**config.mk**
```make
export PLATFORM = sky130hd
export DESIGN_NAME = tbgpio_top
export DESIGN_NICKNAME = d
export VERILOG_FILES = /design/src/hw/tbgpio_pkg.sv /design/src/hw/tbgpio_top.sv
export SDC_FILE = /design/constraint.sdc
export NUM_CORES = 1
export LEC_CHECK = 0
export BUFFER_PORTS_ARGS = -buffer_cell sky130_fd_sc_hd__buf_2
export CAP_MARGIN = 20
export CORE_MARGIN = 4
export CORE_UTILIZATION = 53
export CTS_BUF_LIST = sky130_fd_sc_hd__clkbuf_8
export DETAILED_ROUTE_END_ITERATION = 8
export PLACE_DENSITY = 0.79
export SLEW_MARGIN = 20
export SYNTH_ARGS = -nofsm -noshare
export SYNTH_HDL_FRONTEND = slang
export SYNTH_SLANG_ARGS = --single-unit
```
**constraint.sdc**
```tcl
create_clock -name ref_clk -period 5.7 [get_ports ref_clk]
set_input_delay 0.285 -clock ref_clk [delete_from_list [all_inputs] [get_ports ref_clk]]
set_output_delay 0.285 -clock ref_clk [all_outputs]
set_load 0.05 [all_outputs]
```
**src/hw/tbgpio_pkg.sv**
```systemverilog
// package: register map, field positions, reset values and carriers of the three-bank gpio
package tbgpio_pkg;

    // ----------------------------------------------------------------
    // register indices (byte address is four times the index)
    // ----------------------------------------------------------------
    localparam logic [9:0] IDX_FIRST_BANK_DATA = 10'h007; // first bank data latch / pins
    localparam logic [9:0] IDX_SECOND_BANK_DATA = 10'h008; // second bank data latch / pins
    localparam logic [9:0] IDX_THIRD_BANK_DATA = 10'h009; // third bank data latch / pins
    localparam logic [9:0] IDX_FIRST_BANK_DIR = 10'h087; // first bank direction
    localparam logic [9:0] IDX_SECOND_BANK_DIR = 10'h088; // second bank direction
    localparam logic [9:0] IDX_THIRD_BANK_DIR = 10'h089; // third bank direction and slave port control
    localparam logic [9:0] IDX_ANALOG_PIN_CONFIG = 10'h09F; // third bank analog selection

    // ----------------------------------------------------------------
    // field positions
    // ----------------------------------------------------------------
    localparam int TB_INPUT_FULL_BIT = 7; // input_full_flag
    localparam int TB_OUTPUT_FULL_BIT = 6; // output_full_flag
    localparam int TB_INPUT_OVF_BIT = 5; // input_overflow_flag
    localparam int TB_SLAVE_MODE_BIT = 4; // slave_port_mode
    localparam int SSP_LEVEL_SEL_BIT = 6; // smbus level select in sync_serial_status
    localparam int RD_STROBE_PIN = 0; // third bank pin used as read strobe
    localparam int WR_STROBE_PIN = 1; // third bank pin used as write strobe
    localparam int CS_STROBE_PIN = 2; // third bank pin used as chip select

    // ----------------------------------------------------------------
    // reset values
    // ----------------------------------------------------------------
    localparam logic [7:0] FIRST_BANK_DIR_RST = 8'hFF;
    localparam logic [7:0] SECOND_BANK_DIR_RST = 8'hFF;
    localparam logic [2:0] THIRD_BANK_DIR_RST = 3'h7;
    localparam logic [2:0] ANALOG_SEL_RST = 3'h7; // all third bank pins analog after power-on

    // ----------------------------------------------------------------
    // carriers
    // ----------------------------------------------------------------
    // requests from the peripherals sharing the first bank
    typedef struct packed {
        logic sec_timer_osc_en; // secondary timer oscillator on bits 0 and 1
        logic capture_compare_two_en;
        logic capture_compare_two_out;
        logic capture_compare_two_oe;
        logic capture_compare_one_en;
        logic capture_compare_one_out;
        logic capture_compare_one_oe;
        logic sync_serial_en; // spi or i2c on bits 3 to 5
        logic i2c_en;
        logic sync_clock_out;
        logic sync_clock_oe;
        logic sync_data_out;
        logic sync_data_oe;
        logic serial_data_out_pin;
        logic serial_data_out_oe;
        logic usart_en; // usart on bits 6 and 7
        logic usart_sync_clock_pin;
        logic usart_sync_clock_oe;
        logic usart_sync_data_pin;
        logic usart_sync_data_oe;
    } tbgpio_periph_t;

    // drive of one bank of pins
    typedef struct packed {
        logic [7:0] out;
        logic [7:0] oe;
    } tbgpio_drive_t;

endpackage

```
**src/hw/tbgpio_top.sv**
```systemverilog
// module: three-bank gpio with peripheral overrides and a parallel slave port, behind apb
//
// Implementation choice: register access over APB.
`timescale 1ns/1ns

// Operation
// - first bank direction one tristates, zero drives
// - enabled peripheral overrides first bank direction
// - peripheral select steers latch or peripheral data
// - peripheral enable acts only under its select
// - i2c pins three, four switch smbus levels
// - bits 0-2 timer oscillator and capture/compare
// - bits 3-5 serve synchronous serial port
// - bits 6-7 serve the usart
// - data latches unreset; directions reset to inputs
// - second bank eight independently directed pins
// - slave port mode makes second bank data port
// - slave mode maps pin n to bit n
// - third bank three independently directed pins
// - slave mode makes third bank control inputs; direction still rules their drive
// - analog third bank pins read zero
// - direction still drives analog pins; keep inputs
// - third bank analog after power-on reset
// - third bank direction holds slave flags and mode
// - mode one slave port, zero plain gpio
// - pins 0,1,2 are read, write, chip select
module tbgpio_top
(
    input wire logic ref_clk, // core clock
    input wire logic arst_n, // asynchronous reset, active low
    input wire logic clk_en, // low freezes every flip-flop
    input wire logic psel,
    input wire logic penable,
    input wire logic pwrite,
    input wire logic [11:0] paddr,
    input wire logic [31:0] pwdata,
    output logic [31:0] prdata,
    output logic pready,
    output logic pslverr,
    input wire tbgpio_pkg::tbgpio_periph_t periph_req, // first bank peripheral requests
    input wire logic [7:0] sync_serial_status, // status byte of the serial port
    output logic [7:0] first_bank_level, // synchronised first bank pins for peripherals
    output logic first_bank_smbus_levels, // smbus thresholds on pins three and four
    input wire logic [7:0] first_bank_pin_in,
    output logic [7:0] first_bank_pin_out,
    output logic [7:0] first_bank_pin_oe,
    input wire logic [7:0] second_bank_pin_in,
    output logic [7:0] second_bank_pin_out,
    output logic [7:0] second_bank_pin_oe,
    input wire logic [2:0] third_bank_pin_in,
    output logic [2:0] third_bank_pin_out,
    output logic [2:0] third_bank_pin_oe
);
    import tbgpio_pkg::*;

    // ----------------------------------------------------------------
    // state
    // ----------------------------------------------------------------
    logic [7:0] fb_latch_reg; // first bank output latch, no reset
    logic [7:0] sb_latch_reg; // second bank output latch, no reset
    logic [2:0] tb_latch_reg; // third bank output latch, no reset
    logic [7:0] sb_in_latch_reg; // slave port input latch, no reset
    logic [7:0] fb_dir_reg; // first bank direction
    logic [7:0] sb_dir_reg; // second bank direction
    logic [2:0] tb_dir_reg; // third bank direction
    logic [2:0] analog_sel_reg; // one marks an analog third bank pin
    logic slave_mode_reg; // slave_port_mode
    logic input_full_reg; // input_full_flag
    logic output_full_reg; // output_full_flag
    logic input_ovf_reg; // input_overflow_flag
    logic [7:0] fb_meta_reg; // first synchroniser stages
    logic [7:0] sb_meta_reg;
    logic [2:0] tb_meta_reg;
    logic [7:0] fb_sync_reg; // second synchroniser stages
    logic [7:0] sb_sync_reg;
    logic [2:0] tb_sync_reg;
    logic ps_wr_prev_reg; // slave write strobe active last cycle
    logic ps_rd_prev_reg; // slave read strobe active last cycle
    logic [31:0] rdata_reg;
    logic ready_reg;
    logic err_reg;
    logic [7:0] fb_out_reg;
    logic [7:0] fb_oe_reg;
    logic [7:0] sb_out_reg;
    logic [7:0] sb_oe_reg;
    logic [2:0] tb_out_reg;
    logic [2:0] tb_oe_reg;
    logic smbus_reg;

    // ----------------------------------------------------------------
    // combinational helpers
    // ----------------------------------------------------------------
    logic [9:0] idx; // word index of the request
    logic hit_fb_data, hit_sb_data, hit_tb_data;
    logic hit_fb_dir, hit_sb_dir, hit_tb_dir, hit_analog;
    logic mapped; // address decodes to a register
    logic wr_done; // write completes at this edge
    logic rd_done; // read completes at this edge
    logic [7:0] per_sel; // port/peripheral select per first bank pin
    logic [7:0] per_out; // peripheral data per pin
    logic [7:0] per_oe; // peripheral output enable per pin
    logic [7:0] fb_dir_eff; // direction after peripheral override
    logic [7:0] fb_oe_next;
    logic [7:0] fb_out_next;
    logic [2:0] tb_read; // third bank read value
    logic [31:0] rd_mux;
    logic ps_wr_act; // external write cycle in progress
    logic ps_rd_act; // external read cycle in progress

    assign idx = paddr[11:2];
    assign hit_fb_data = (idx == IDX_FIRST_BANK_DATA);
    assign hit_sb_data = (idx == IDX_SECOND_BANK_DATA);
    assign hit_tb_data = (idx == IDX_THIRD_BANK_DATA);
    assign hit_fb_dir = (idx == IDX_FIRST_BANK_DIR);
    assign hit_sb_dir = (idx == IDX_SECOND_BANK_DIR);
    assign hit_tb_dir = (idx == IDX_THIRD_BANK_DIR);
    assign hit_analog = (idx == IDX_ANALOG_PIN_CONFIG);
    // misaligned byte addresses are treated as unmapped
    assign mapped = (paddr[1:0] == 2'b00) & (hit_fb_data | hit_sb_data | hit_tb_data | hit_fb_dir
                    | hit_sb_dir | hit_tb_dir | hit_analog);
    assign wr_done = psel & penable & ready_reg & pwrite & mapped;
    assign rd_done = psel & penable & ready_reg & ~pwrite & mapped;

    // strobes are active low and only count in slave mode
    assign ps_wr_act = slave_mode_reg & ~tb_sync_reg[CS_STROBE_PIN] & ~tb_sync_reg[WR_STROBE_PIN];
    assign ps_rd_act = slave_mode_reg & ~tb_sync_reg[CS_STROBE_PIN] & ~tb_sync_reg[RD_STROBE_PIN];

    // ----------------------------------------------------------------
    // peripheral routing onto first bank pins
    // ----------------------------------------------------------------
    // each pin gets one select, one data and one enable from its owner
    always_comb
    begin
        per_sel = 8'h00;
        per_out = 8'h00;
        per_oe = 8'h00;
        // oscillator claims bits 0 and 1 as inputs, ahead of the second capture channel
        per_sel[0] = periph_req.sec_timer_osc_en;
        per_sel[1] = periph_req.sec_timer_osc_en | periph_req.capture_compare_two_en;
        per_out[1] = periph_req.capture_compare_two_out;
        per_oe[1] = ~periph_req.sec_timer_osc_en & periph_req.capture_compare_two_oe;
        per_sel[2] = periph_req.capture_compare_one_en;
        per_out[2] = periph_req.capture_compare_one_out;
        per_oe[2] = periph_req.capture_compare_one_oe;
        // serial clock, data in/out and data out
        per_sel[3] = periph_req.sync_serial_en;
        per_out[3] = periph_req.sync_clock_out;
        per_oe[3] = periph_req.sync_clock_oe;
        per_sel[4] = periph_req.sync_serial_en;
        per_out[4] = periph_req.sync_data_out;
        per_oe[4] = periph_req.sync_data_oe;
        per_sel[5] = periph_req.sync_serial_en;
        per_out[5] = periph_req.serial_data_out_pin;
        per_oe[5] = periph_req.serial_data_out_oe;
        // usart transmit/clock and receive/data
        per_sel[6] = periph_req.usart_en;
        per_out[6] = periph_req.usart_sync_clock_pin;
        per_oe[6] = periph_req.usart_sync_clock_oe;
        per_sel[7] = periph_req.usart_en;
        per_out[7] = periph_req.usart_sync_data_pin;
        per_oe[7] = periph_req.usart_sync_data_oe;
    end

    // per pin: the select picks both the data source and the enable source
    genvar gi;
    generate
        for (gi = 0; gi < 8; gi++)
        begin : g_fb_pin
            assign fb_out_next[gi] = per_sel[gi] ? per_out[gi] : fb_latch_reg[gi];
            // peripheral enable is ignored unless its select is active
            assign fb_oe_next[gi] = per_sel[gi] ? per_oe[gi] : ~fb_dir_reg[gi];
            // override shows in the read-back, which is why bit-wise updates are unsafe
            assign fb_dir_eff[gi] = per_sel[gi] ? ~per_oe[gi] : fb_dir_reg[gi];
        end
    endgenerate

    // analog pins read zero whatever their level
    assign tb_read = tb_sync_reg & ~analog_sel_reg;

    // ----------------------------------------------------------------
    // read multiplexer
    // ----------------------------------------------------------------
    always_comb
    begin
        rd_mux = 32'h0000_0000;
        if (hit_fb_data)
            rd_mux[7:0] = fb_sync_reg;
        else if (hit_sb_data)
            // in slave mode software reads what the external master wrote
            rd_mux[7:0] = slave_mode_reg ? sb_in_latch_reg : sb_sync_reg;
        else if (hit_tb_data)
            rd_mux[2:0] = tb_read;
        else if (hit_fb_dir)
            rd_mux[7:0] = fb_dir_eff;
        else if (hit_sb_dir)
            rd_mux[7:0] = sb_dir_reg;
        else if (hit_tb_dir)
            // bit 3 is unimplemented and stays zero
            rd_mux[7:0] = {input_full_reg, output_full_reg, input_ovf_reg, slave_mode_reg, 1'b0,
                           tb_dir_reg};
        else if (hit_analog)
            rd_mux[2:0] = analog_sel_reg;
        else
            rd_mux = 32'h0000_0000;
    end

    // ----------------------------------------------------------------
    // apb slave: no wait state, answer from flip-flops
    // ----------------------------------------------------------------
    // ready rises in the first access cycle so every transfer takes two edges
    always_ff @(posedge ref_clk or negedge arst_n)
    begin
        if (!arst_n)
        begin
            ready_reg <= 1'b0;
            err_reg <= 1'b0;
            rdata_reg <= 32'h0000_0000;
        end
        else if (clk_en)
        begin
            ready_reg <= psel & ~penable & ~ready_reg;
            err_reg <= psel & ~penable & ~mapped;
            // data is sampled in the setup cycle and held through the access; refused reads answer zero
            if (psel & ~penable)
                rdata_reg <= (pwrite | ~mapped) ? 32'h0000_0000 : rd_mux;
        end
    end

    // ----------------------------------------------------------------
    // input synchronisers
    // ----------------------------------------------------------------
    // two stages; only the second stage is seen by any logic
    always_ff @(posedge ref_clk or negedge arst_n)
    begin
        if (!arst_n)
        begin
            fb_meta_reg <= 8'h00;
            sb_meta_reg <= 8'h00;
            tb_meta_reg <= 3'h7;
            fb_sync_reg <= 8'h00;
            sb_sync_reg <= 8'h00;
            tb_sync_reg <= 3'h7; // strobes idle high
        end
        else if (clk_en)
        begin
            fb_meta_reg <= first_bank_pin_in;
            sb_meta_reg <= second_bank_pin_in;
            tb_meta_reg <= third_bank_pin_in;
            fb_sync_reg <= fb_meta_reg;
            sb_sync_reg <= sb_meta_reg;
            tb_sync_reg <= tb_meta_reg;
        end
    end

    // ----------------------------------------------------------------
    // data latches
    // ----------------------------------------------------------------
    // no reset at all: contents are unknown after power-up and survive other resets
    always_ff @(posedge ref_clk)
    begin
        if (clk_en)
        begin
            if (wr_done & hit_fb_data)
                fb_latch_reg <= pwdata[7:0];
            if (wr_done & hit_sb_data)
                sb_latch_reg <= pwdata[7:0];
            if (wr_done & hit_tb_data)
                tb_latch_reg <= pwdata[2:0];
            // the latch follows the bus while the external write is open
            if (ps_wr_act)
                sb_in_latch_reg <= sb_sync_reg;
        end
    end

    // ----------------------------------------------------------------
    // direction and analog configuration
    // ----------------------------------------------------------------
    always_ff @(posedge ref_clk or negedge arst_n)
    begin
        if (!arst_n)
        begin
            fb_dir_reg <= FIRST_BANK_DIR_RST;
            sb_dir_reg <= SECOND_BANK_DIR_RST;
            tb_dir_reg <= THIRD_BANK_DIR_RST;
            slave_mode_reg <= 1'b0;
            analog_sel_reg <= ANALOG_SEL_RST;
        end
        else if (clk_en)
        begin
            if (wr_done & hit_fb_dir)
                fb_dir_reg <= pwdata[7:0];
            if (wr_done & hit_sb_dir)
                sb_dir_reg <= pwdata[7:0];
            if (wr_done & hit_tb_dir)
            begin
                tb_dir_reg <= pwdata[2:0];
                slave_mode_reg <= pwdata[TB_SLAVE_MODE_BIT];
            end
            if (wr_done & hit_analog)
                analog_sel_reg <= pwdata[2:0];
        end
    end

    // ----------------------------------------------------------------
    // slave port flags
    // ----------------------------------------------------------------
    // a completed external cycle is the fall of its active condition
    always_ff @(posedge ref_clk or negedge arst_n)
    begin
        if (!arst_n)
        begin
            ps_wr_prev_reg <= 1'b0;
            ps_rd_prev_reg <= 1'b0;
            input_full_reg <= 1'b0;
            output_full_reg <= 1'b0;
            input_ovf_reg <= 1'b0;
        end
        else if (clk_en)
        begin
            ps_wr_prev_reg <= ps_wr_act;
            ps_rd_prev_reg <= ps_rd_act;
            if (!slave_mode_reg)
            begin
                // both full flags are held clear outside slave mode
                input_full_reg <= 1'b0;
                output_full_reg <= 1'b0;
            end
            else
            begin
                // end of write sets full; set beats a same-cycle software read
                if (ps_wr_prev_reg & ~ps_wr_act)
                    input_full_reg <= 1'b1;
                else if (rd_done & hit_sb_data)
                    input_full_reg <= 1'b0;
                // start of external read empties, software write fills
                if (wr_done & hit_sb_data)
                    output_full_reg <= 1'b1;
                else if (ps_rd_act & ~ps_rd_prev_reg)
                    output_full_reg <= 1'b0;
            end
            // overflow survives mode changes and is cleared only by software
            if (slave_mode_reg & ps_wr_prev_reg & ~ps_wr_act & input_full_reg)
                input_ovf_reg <= 1'b1;
            else if (wr_done & hit_tb_dir)
                input_ovf_reg <= pwdata[TB_INPUT_OVF_BIT];
        end
    end

    // ----------------------------------------------------------------
    // pin drivers
    // ----------------------------------------------------------------
    // registered so every pin output comes straight from a flip-flop
    always_ff @(posedge ref_clk or negedge arst_n)
    begin
        if (!arst_n)
        begin
            fb_out_reg <= 8'h00;
            fb_oe_reg <= 8'h00;
            sb_out_reg <= 8'h00;
            sb_oe_reg <= 8'h00;
            tb_out_reg <= 3'h0;
            tb_oe_reg <= 3'h0;
            smbus_reg <= 1'b0;
        end
        else if (clk_en)
        begin
            fb_out_reg <= fb_out_next;
            fb_oe_reg <= fb_oe_next;
            sb_out_reg <= sb_latch_reg;
            if (slave_mode_reg)
                // external master owns the direction; second bank direction is ignored
                sb_oe_reg <= {8{ps_rd_act}};
            else
                sb_oe_reg <= ~sb_dir_reg;
            tb_out_reg <= tb_latch_reg;
            // direction still rules in analog and slave use; software keeps inputs
            tb_oe_reg <= ~tb_dir_reg;
            smbus_reg <= periph_req.i2c_en & sync_serial_status[SSP_LEVEL_SEL_BIT];
        end
    end

    // ----------------------------------------------------------------
    // outputs
    // ----------------------------------------------------------------
    assign prdata = rdata_reg;
    assign pready = ready_reg;
    assign pslverr = err_reg;
    assign first_bank_level = fb_sync_reg;
    assign first_bank_smbus_levels = smbus_reg;
    assign first_bank_pin_out = fb_out_reg;
    assign first_bank_pin_oe = fb_oe_reg;
    assign second_bank_pin_out = sb_out_reg;
    assign second_bank_pin_oe = sb_oe_reg;
    assign third_bank_pin_out = tb_out_reg;
    assign third_bank_pin_oe = tb_oe_reg;

endmodule // tbgpio_top
```
Word-level counts from Yosys, hierarchy flattened
Index checks and enable logic that the tools add are counted.
{"block": "op_classes", "n_eq_ne": 9, "n_bitwise": 65, "muxes": 44, "n_div": 0, "n_reduce_logical": 14, "shifts": 0, "multipliers": 0, "n_lt_le_gt_ge": 0, "add_sub_neg": 0}
{"operator": "8-bit 2-to-1 mux", "n": 7}
{"operator": "10-bit by 8-bit equality test with 1-bit output (second input constant)", "n": 4}
{"operator": "1-bit 2-to-1 mux", "n": 32}
{"operator": "32-bit 2-to-1 mux", "n": 1}
{"operator": "1-bit bitwise AND", "n": 28}
{"operator": "1-bit inverter", "n": 25}
{"operator": "24-bit 2-to-1 mux", "n": 1}
{"operator": "2-bit AND reduction", "n": 12}
{"operator": "10-bit by 4-bit equality test with 1-bit output (second input constant)", "n": 2}
{"operator": "10-bit by 3-bit equality test with 1-bit output (second input constant)", "n": 1}
{"operator": "8-bit inverter", "n": 1}
{"operator": "1-bit OR", "n": 8}
{"operator": "3-bit 2-to-1 mux", "n": 2}
{"operator": "3-bit by 1-bit inequality test with 1-bit output (second input constant)", "n": 2}
{"operator": "3-bit inverter", "n": 2}
{"operator": "5-bit 2-to-1 mux", "n": 1}
{"operator": "3-bit bitwise AND", "n": 1}
{"operator": "2-bit logical NOT", "n": 1}
{"operator": "2-bit nonzero test", "n": 1}
{"block": "totals", "latch_bits": 0, "n_memories": 0, "ramBits": 0, "out_inout_bits": 81, "input_bits": 97, "register_bits": 166, "mem_bits_ro": 0}

Depth between registers and ports, before layout
{"block": "logic_depth", "word_depth": 13, "mapped_depth": 8}

Worst setup path after synthesis
Ideal clock, no wire load.
{"block": "synth_timing", "path_type": "register -> register", "start": "register slave_mode_reg", "end": "register sb_in_latch_reg[0], enable pin", "arrival_time_ns": 1.949, "stages_incl_launch_ff": 4, "setup_ns": 0.402, "t_required_ns": 5.298, "setup_slack_ns": 3.349, "path_cell_list": "dfrtp_1 -> clkbuf_1 -> clkbuf_1 -> nor4b_1"}
{"block": "synth_between", "elab_chain_len": 3}
{"item": "start, declared", "line_no": "tbgpio_top.sv:67", "rtl": "logic slave_mode_reg;"}
{"item": "start signal, assigned", "line_no": "tbgpio_top.sv:297", "rtl": "slave_mode_reg <= pwdata[TB_SLAVE_MODE_BIT];"}
{"item": "1-bit bitwise AND (2 in series)", "line_no": "tbgpio_top.sv:125", "rtl": "assign ps_wr_act = slave_mode_reg & ~tb_sync_reg[CS_STROBE_PIN] & ~tb_sync_reg[WR_STROBE_PIN];"}
{"item": "2-bit AND reduction (no source line)"}
{"item": "end signal, assigned", "line_no": "tbgpio_top.sv:271", "rtl": "sb_in_latch_reg <= sb_sync_reg;"}
{"item": "end, declared", "line_no": "tbgpio_top.sv:62", "rtl": "logic [7:0] sb_in_latch_reg;"}
No other way between the ends.
A chain may end at the register's enable or synchronous reset.

Final worst setup path
{"block": "layout_timing", "start": "input paddr[2]", "end": "register sb_dir_reg[6]"}
{"block": "layout_between", "elab_chain_len": 11, "elab_cells_between_ends": 17}
{"item": "start, declared", "line_no": "tbgpio_top.sv:35", "rtl": "input wire logic [11:0] paddr,"}
{"item": "10-bit by 3-bit equality test with 1-bit output or 10-bit by 4-bit equality test with 1-bit output (tied branches)", "line_no": "tbgpio_top.sv:111, tbgpio_top.sv:112"}
{"item": "1-bit OR (3 in series)", "line_no": "tbgpio_top.sv:119", "rtl": "assign mapped = (paddr[1:0] == 2'b00) & (hit_fb_data | hit_sb_data | hit_tb_data | hit_fb_dir"}
{"item": "1-bit OR (3 in series)", "line_no": "tbgpio_top.sv:120", "rtl": "| hit_sb_dir | hit_tb_dir | hit_analog);"}
{"item": "1-bit bitwise AND", "line_no": "tbgpio_top.sv:119"}
{"item": "1-bit bitwise AND", "line_no": "tbgpio_top.sv:121", "rtl": "assign wr_done = psel & penable & ready_reg & pwrite & mapped;"}
{"item": "1-bit bitwise AND *", "line_no": "tbgpio_top.sv:292", "rtl": "if (wr_done & hit_sb_dir)"}
{"item": "2-bit AND reduction (no source line) *"}
{"item": "end signal, assigned", "line_no": "tbgpio_top.sv:293", "rtl": "sb_dir_reg <= pwdata[7:0];"}
{"item": "end, declared", "line_no": "tbgpio_top.sv:64", "rtl": "logic [7:0] sb_dir_reg;"}
Mark *: on every way between the ends. The rest lies on a longest branch, timed or not.

==> report_table.html <==
<table>
<tr><th>Metric</th><th>Value</th></tr>
<tr><th colspan="2">Detailed routing</th></tr>
<tr><td>Count of unresolved DRC violations after routing</td><td>0</td></tr>
<tr><td>Met1 layer wirelength in the final routing</td><td>6130 um</td></tr>
<tr><td>Violation count after the first detailed-route iteration</td><td>399</td></tr>
<tr><td>Wire length per cell</td><td>18.2 um</td></tr>
<tr><td>Routed length on met2</td><td>6790 um</td></tr>
<tr><td>Aggregate routed wire length</td><td>14300 um</td></tr>
<tr><td>1st-pass router iterations</td><td>4</td></tr>
<tr><td>Topmost layer with routed signal wires</td><td>met4</td></tr>
<tr><td>Detailed-routed wire length on met3</td><td>1100 um</td></tr>
<tr><td>Number of vias in the routed layout</td><td>4378</td></tr>
<tr><td>Via density per instance</td><td>5.58</td></tr>
<tr><td>Post-route ant nets</td><td>0</td></tr>
<tr><th colspan="2">Clock tree</th></tr>
<tr><td>Buffer levels on the longest clock path</td><td>2</td></tr>
<tr><td>Clock network latency to the later pin of the worst-skew pair</td><td>0.44 ns</td></tr>
<tr><td>CTS tree</td><td>yes</td></tr>
<tr><td>Number of post-CTS setup repair buffers</td><td>0</td></tr>
<tr><td>Clk sink count</td><td>142</td></tr>
<tr><td>CTS root buf</td><td>sky130_fd_sc_hd__clkbuf_8</td></tr>
<tr><td>Gates resized, CTS repair</td><td>0</td></tr>
<tr><td>CTS Buf Count</td><td>17</td></tr>
<tr><td>Htree depth</td><td>4</td></tr>
<tr><td>Clock-pin slew reported for the worst setup and hold paths after clock tree synthesis</td><td>0.07 ns</td></tr>
<tr><th colspan="2">Worst setup path</th></tr>
<tr><td>Crit Reg-Reg Startpoint</td><td>pready$_DFFE_PN0P_</td></tr>
<tr><td>R2R depth</td><td>5</td></tr>
<tr><td>Arrival time of data at the critical path endpoint</td><td>2.72 ns</td></tr>
<tr><td>Worst setup path startpoint</td><td>paddr[2]</td></tr>
<tr><td>Critical Path Source Type</td><td>input pin</td></tr>
<tr><td>Type of the worst setup path</td><td>in2reg</td></tr>
<tr><td>Critical path buffers and inverters</td><td>1</td></tr>
<tr><td>Worst reg2reg endpoint</td><td>sb_dir_reg[6]$_DFFE_PN1P_</td></tr>
<tr><td>Critical path endpoint category</td><td>register</td></tr>
<tr><td>Biggest cell delay along the critical path</td><td>0.65 ns</td></tr>
<tr><td>Crit path max fanout</td><td>20</td></tr>
<tr><td>Worst endpoint required time</td><td>6.07 ns</td></tr>
<tr><td>Category of cells accounting for the largest share of critical-path delay</td><td>simple AND/OR/NAND/NOR gates</td></tr>
<tr><td>Setup slack of the most critical reg-to-reg path</td><td>3.39 ns</td></tr>
<tr><td>Critical-path cell with the highest stage delay</td><td>sky130_fd_sc_hd__nor4b_1</td></tr>
<tr><td>Cell-by-cell trace of the critical path</td><td>buf_2, nand3_1, o22a_4, nor4b_1, and3_1, mux2_2</td></tr>
<tr><th colspan="2">Floorplanning</th></tr>
<tr><td>Top Ports</td><td>178</td></tr>
<tr><td>Die Y</td><td>117 um</td></tr>
<tr><td>Area of the placeable core</td><td>11500 um2</td></tr>
<tr><td>Die Outline Area</td><td>13700 um2</td></tr>
<tr><td>Initial Util</td><td>54.7%</td></tr>
<tr><td>Die X-Extent</td><td>117 um</td></tr>
<tr><td># rows</td><td>39</td></tr>
<tr><th colspan="2">Logic synthesis</th></tr>
<tr><td>Total number of yosys warnings</td><td>0</td></tr>
<tr><td>Average size of a mapped cell</td><td>12.4 um2</td></tr>
<tr><td>Synth area leaders</td><td>sky130_fd_sc_hd__dfrtp_1 35%, sky130_fd_sc_hd__mux2_2 15%, sky130_fd_sc_hd__edfxtp_1 13%</td></tr>
<tr><td>Number of synthesized flops with an enable pin</td><td>27</td></tr>
<tr><td>Synth area leader</td><td>sky130_fd_sc_hd__dfrtp_1</td></tr>
<tr><td>Top-count cell post-synth</td><td>sky130_fd_sc_hd__dfrtp_1</td></tr>
<tr><td>Most frequent cells after synthesis</td><td>87 x sky130_fd_sc_hd__dfrtp_1, 83 x sky130_fd_sc_hd__mux2_2, 55 x sky130_fd_sc_hd__nor2_1, 36 x sky130_fd_sc_hd__a21oi_1, 28 x sky130_fd_sc_hd__dfstp_2</td></tr>
<tr><td>Sequential fraction of the synthesis area</td><td>59.1%</td></tr>
<tr><td>Fraction of registers with async set or reset after synthesis</td><td>81.0%</td></tr>
<tr><td>Cell area after technology mapping</td><td>6300 um2</td></tr>
<tr><td>Post-synth top flop</td><td>sky130_fd_sc_hd__dfrtp_1</td></tr>
<tr><td>Number of distinct library cells after synthesis</td><td>55</td></tr>
<tr><td>Synthesized instance count</td><td>510</td></tr>
<tr><td>Synth Register Bits</td><td>142</td></tr>
<tr><td>Area share of the leading cell type in the synthesized netlist</td><td>34.5%</td></tr>
<tr><th colspan="2">Timing</th></tr>
<tr><td>Slew @ Worst Pin</td><td>0.955 ns</td></tr>
<tr><td>Aggregate negative setup slack</td><td>0 ns</td></tr>
<tr><td>Maximum achievable frequency</td><td>425 MHz</td></tr>
<tr><td>Final hold viol count</td><td>0</td></tr>
<tr><td>Worst clock skew</td><td>0.00743 ns</td></tr>
<tr><td>Setup repair after global routing missed its margin</td><td>false</td></tr>
<tr><td>Period Utilization, post-route</td><td>41.3%</td></tr>
<tr><td>Relative slew margins</td><td>36.2%</td></tr>
<tr><td>Final setup vio count</td><td>0</td></tr>
<tr><td>Number of pins exceeding their max-slew limit in the final report</td><td>0</td></tr>
<tr><td>Post-layout minimum cycle time</td><td>2.35 ns</td></tr>
<tr><th colspan="2">Finish</th></tr>
<tr><td>Final instance count without filler cells</td><td>785</td></tr>
<tr><td>Share of cells above drive strength 1</td><td>42.5%</td></tr>
<tr><td>Footprint of the multi-input gates</td><td>2350 um2</td></tr>
<tr><td>Number of nets in the layout</td><td>726</td></tr>
<tr><td>Antenna fix cells</td><td>0</td></tr>
<tr><td>Fill cell total of the finished layout</td><td>897</td></tr>
<tr><td>Area added between synthesis and finish</td><td>16.7%</td></tr>
<tr><td>Total area of sequential cells</td><td>3720 um2</td></tr>
<tr><th colspan="2">Pwr</th></tr>
<tr><td>Total leakage power</td><td>3.18 nW</td></tr>
<tr><td>Power Dens Cells</td><td>305 nW/um2</td></tr>
<tr><td>Peak VDD IR</td><td>0.218 mV</td></tr>
<tr><th colspan="2">Global routing</th></tr>
<tr><td>Number of global-route vias before repair</td><td>4381</td></tr>
<tr><td>Maximum number of pins on one net before global-route repair</td><td>84</td></tr>
<tr><td>Initial antenna violation count</td><td>0</td></tr>
<tr><td>Global-route total usage across every layer</td><td>21.7%</td></tr>
<tr><td>Wire length of the first global-routing pass</td><td>22400 um</td></tr>
<tr><td>Final global-route overflow total</td><td>0</td></tr>
<tr><th colspan="2">Job</th></tr>
<tr><td>Max capacitance violation total</td><td>0</td></tr>
<tr><th colspan="2">Worst hold path</th></tr>
<tr><td>Startpoint of the tightest hold check path</td><td>first_bank_pin_in[3]</td></tr>
<tr><td>Endpoint, Worst Hold</td><td>fb_meta_reg[3]$_DFFE_PN0P_</td></tr>
<tr><td>Cells on Worst Hold Path</td><td>2</td></tr>
<tr><td>Tightest Hold Check Type</td><td>in2reg</td></tr>
<tr><th colspan="2">Placed design</th></tr>
<tr><td>Inst Count DP</td><td>752</td></tr>
<tr><td>Port bufs</td><td>122</td></tr>
<tr><td>Dpl hpwl</td><td>10200 um</td></tr>
<tr><td>Routability congestion estimate from global placement</td><td>0.909</td></tr>
<tr><th colspan="2">Outcome</th></tr>
<tr><td>Run status</td><td>finished clean</td></tr>
</table>
-- layer usage --
metal | track usage, % | up-vias
met1 | 28.7 | 2135
met3 | 5.76 | 20
li1 | - | 2038
met4 | 7.72 | 0
met5 | 0 | -
met2 | 34.8 | 185
-- report_power, final --
group	internal, mW	leakage, nW	switching [mW]
clock	0.436	0.204	0.368
sequential	1.09	1.55	0.0344
combinational	0.0925	1.43	0.223
total	1.62	3.18	0.625
-- stage by stage --
stage | hold WS (ns) | power (mW) | cell area (um2) | worst slack (ns) | util [%]
floorplan | -0.0106 | 1.37 | 6390 | 3.35 | -
global placement | 0.243 | 1.45 | 6940 | 3.03 | 60.3
detailed placement | 0.252 | 1.46 | 6940 | 2.97 | 60.3
CTS | 0.0482 | 2.27 | 7350 | 3.43 | 63.9
global route | 0.0439 | 2.34 | 7360 | 3.24 | 63.9
finish | 0.0720 | 2.25 | 7360 | 3.35 | 63.9
-- cells by family (layout without fill, tap and decap cells) --
family,Yosys count,count (layout),share of synthesized area (%)
other cells,1,24,0.0595
compound gates,81,81,8.48
mux,98,98,17.2
buf+inv,58,167,4.94
flops,142,142,59.1
simple gates,130,130,10.2
-- worst max-delay path by stage --
| stage | to | depth (start not counted) |
|---|---|---|
| 3_5_place_dp | fb_latch_reg[6]$_DFFE_PP_ | 5 |
| 5_1_grt | sb_dir_reg[1]$_DFFE_PN1P_ | 5 |
| 2_1_floorplan | sb_in_latch_reg[0]$_DFFE_PP_ | 3 |
| 6_report | sb_dir_reg[6]$_DFFE_PN1P_ | 6 |
| 4_1_cts | sb_dir_reg[6]$_DFFE_PN1P_ | 5 |
| 3_3_place_gp | sb_dir_reg[2]$_DFFE_PN1P_ | 6 |
-- layout by cell type, fill, tap and decap left out, types with 3 or more instances in the layout --
master / count
sky130_fd_sc_hd__clkbuf_8: 18
sky130_fd_sc_hd__nor2_1: 55
sky130_fd_sc_hd__bufinv_16: 3
sky130_fd_sc_hd__o21ai_0: 9
sky130_fd_sc_hd__a21oi_1: 36
sky130_fd_sc_hd__a32o_1: 5
sky130_fd_sc_hd__dfrtp_1: 87
sky130_fd_sc_hd__conb_1: 24
sky130_fd_sc_hd__buf_2: 120
sky130_fd_sc_hd__mux2i_1: 15
sky130_fd_sc_hd__edfxtp_1: 27
sky130_fd_sc_hd__nor3_1: 3
sky130_fd_sc_hd__and3_1: 4
sky130_fd_sc_hd__clkinv_2: 4
sky130_fd_sc_hd__nand3_1: 15
sky130_fd_sc_hd__o31ai_1: 9
sky130_fd_sc_hd__mux2_2: 83
sky130_fd_sc_hd__nand3b_1: 7
sky130_fd_sc_hd__nand2_1: 21
sky130_fd_sc_hd__clkinvlp_4: 3
sky130_fd_sc_hd__nor4_1: 4
sky130_fd_sc_hd__dfstp_2: 28
sky130_fd_sc_hd__a211oi_1: 3
sky130_fd_sc_hd__nor4b_1: 4
sky130_fd_sc_hd__buf_4: 8
sky130_fd_sc_hd__inv_1: 7
-- repair_timing --
| item | in CTS | in global routing |
|---|---|---|
| hold buffers | 1 | 0 |
| endpoints found under the setup margin | 0 | 0 |
| hold endpoints to repair | 30 | 0 |
-- final cells by class --
type | count | share of cell area, %
clock buffers | 18 | 3.37
clock inverters | 14 | 2.07
inverters | 5 | 0.255
multi-input cells | 333 | 32.0
flip-flops and latches | 142 | 50.6
well taps | 143 | 2.43
repair buffers | 130 | 9.27
No activity file was read; power rests on OpenSTA's default activity.
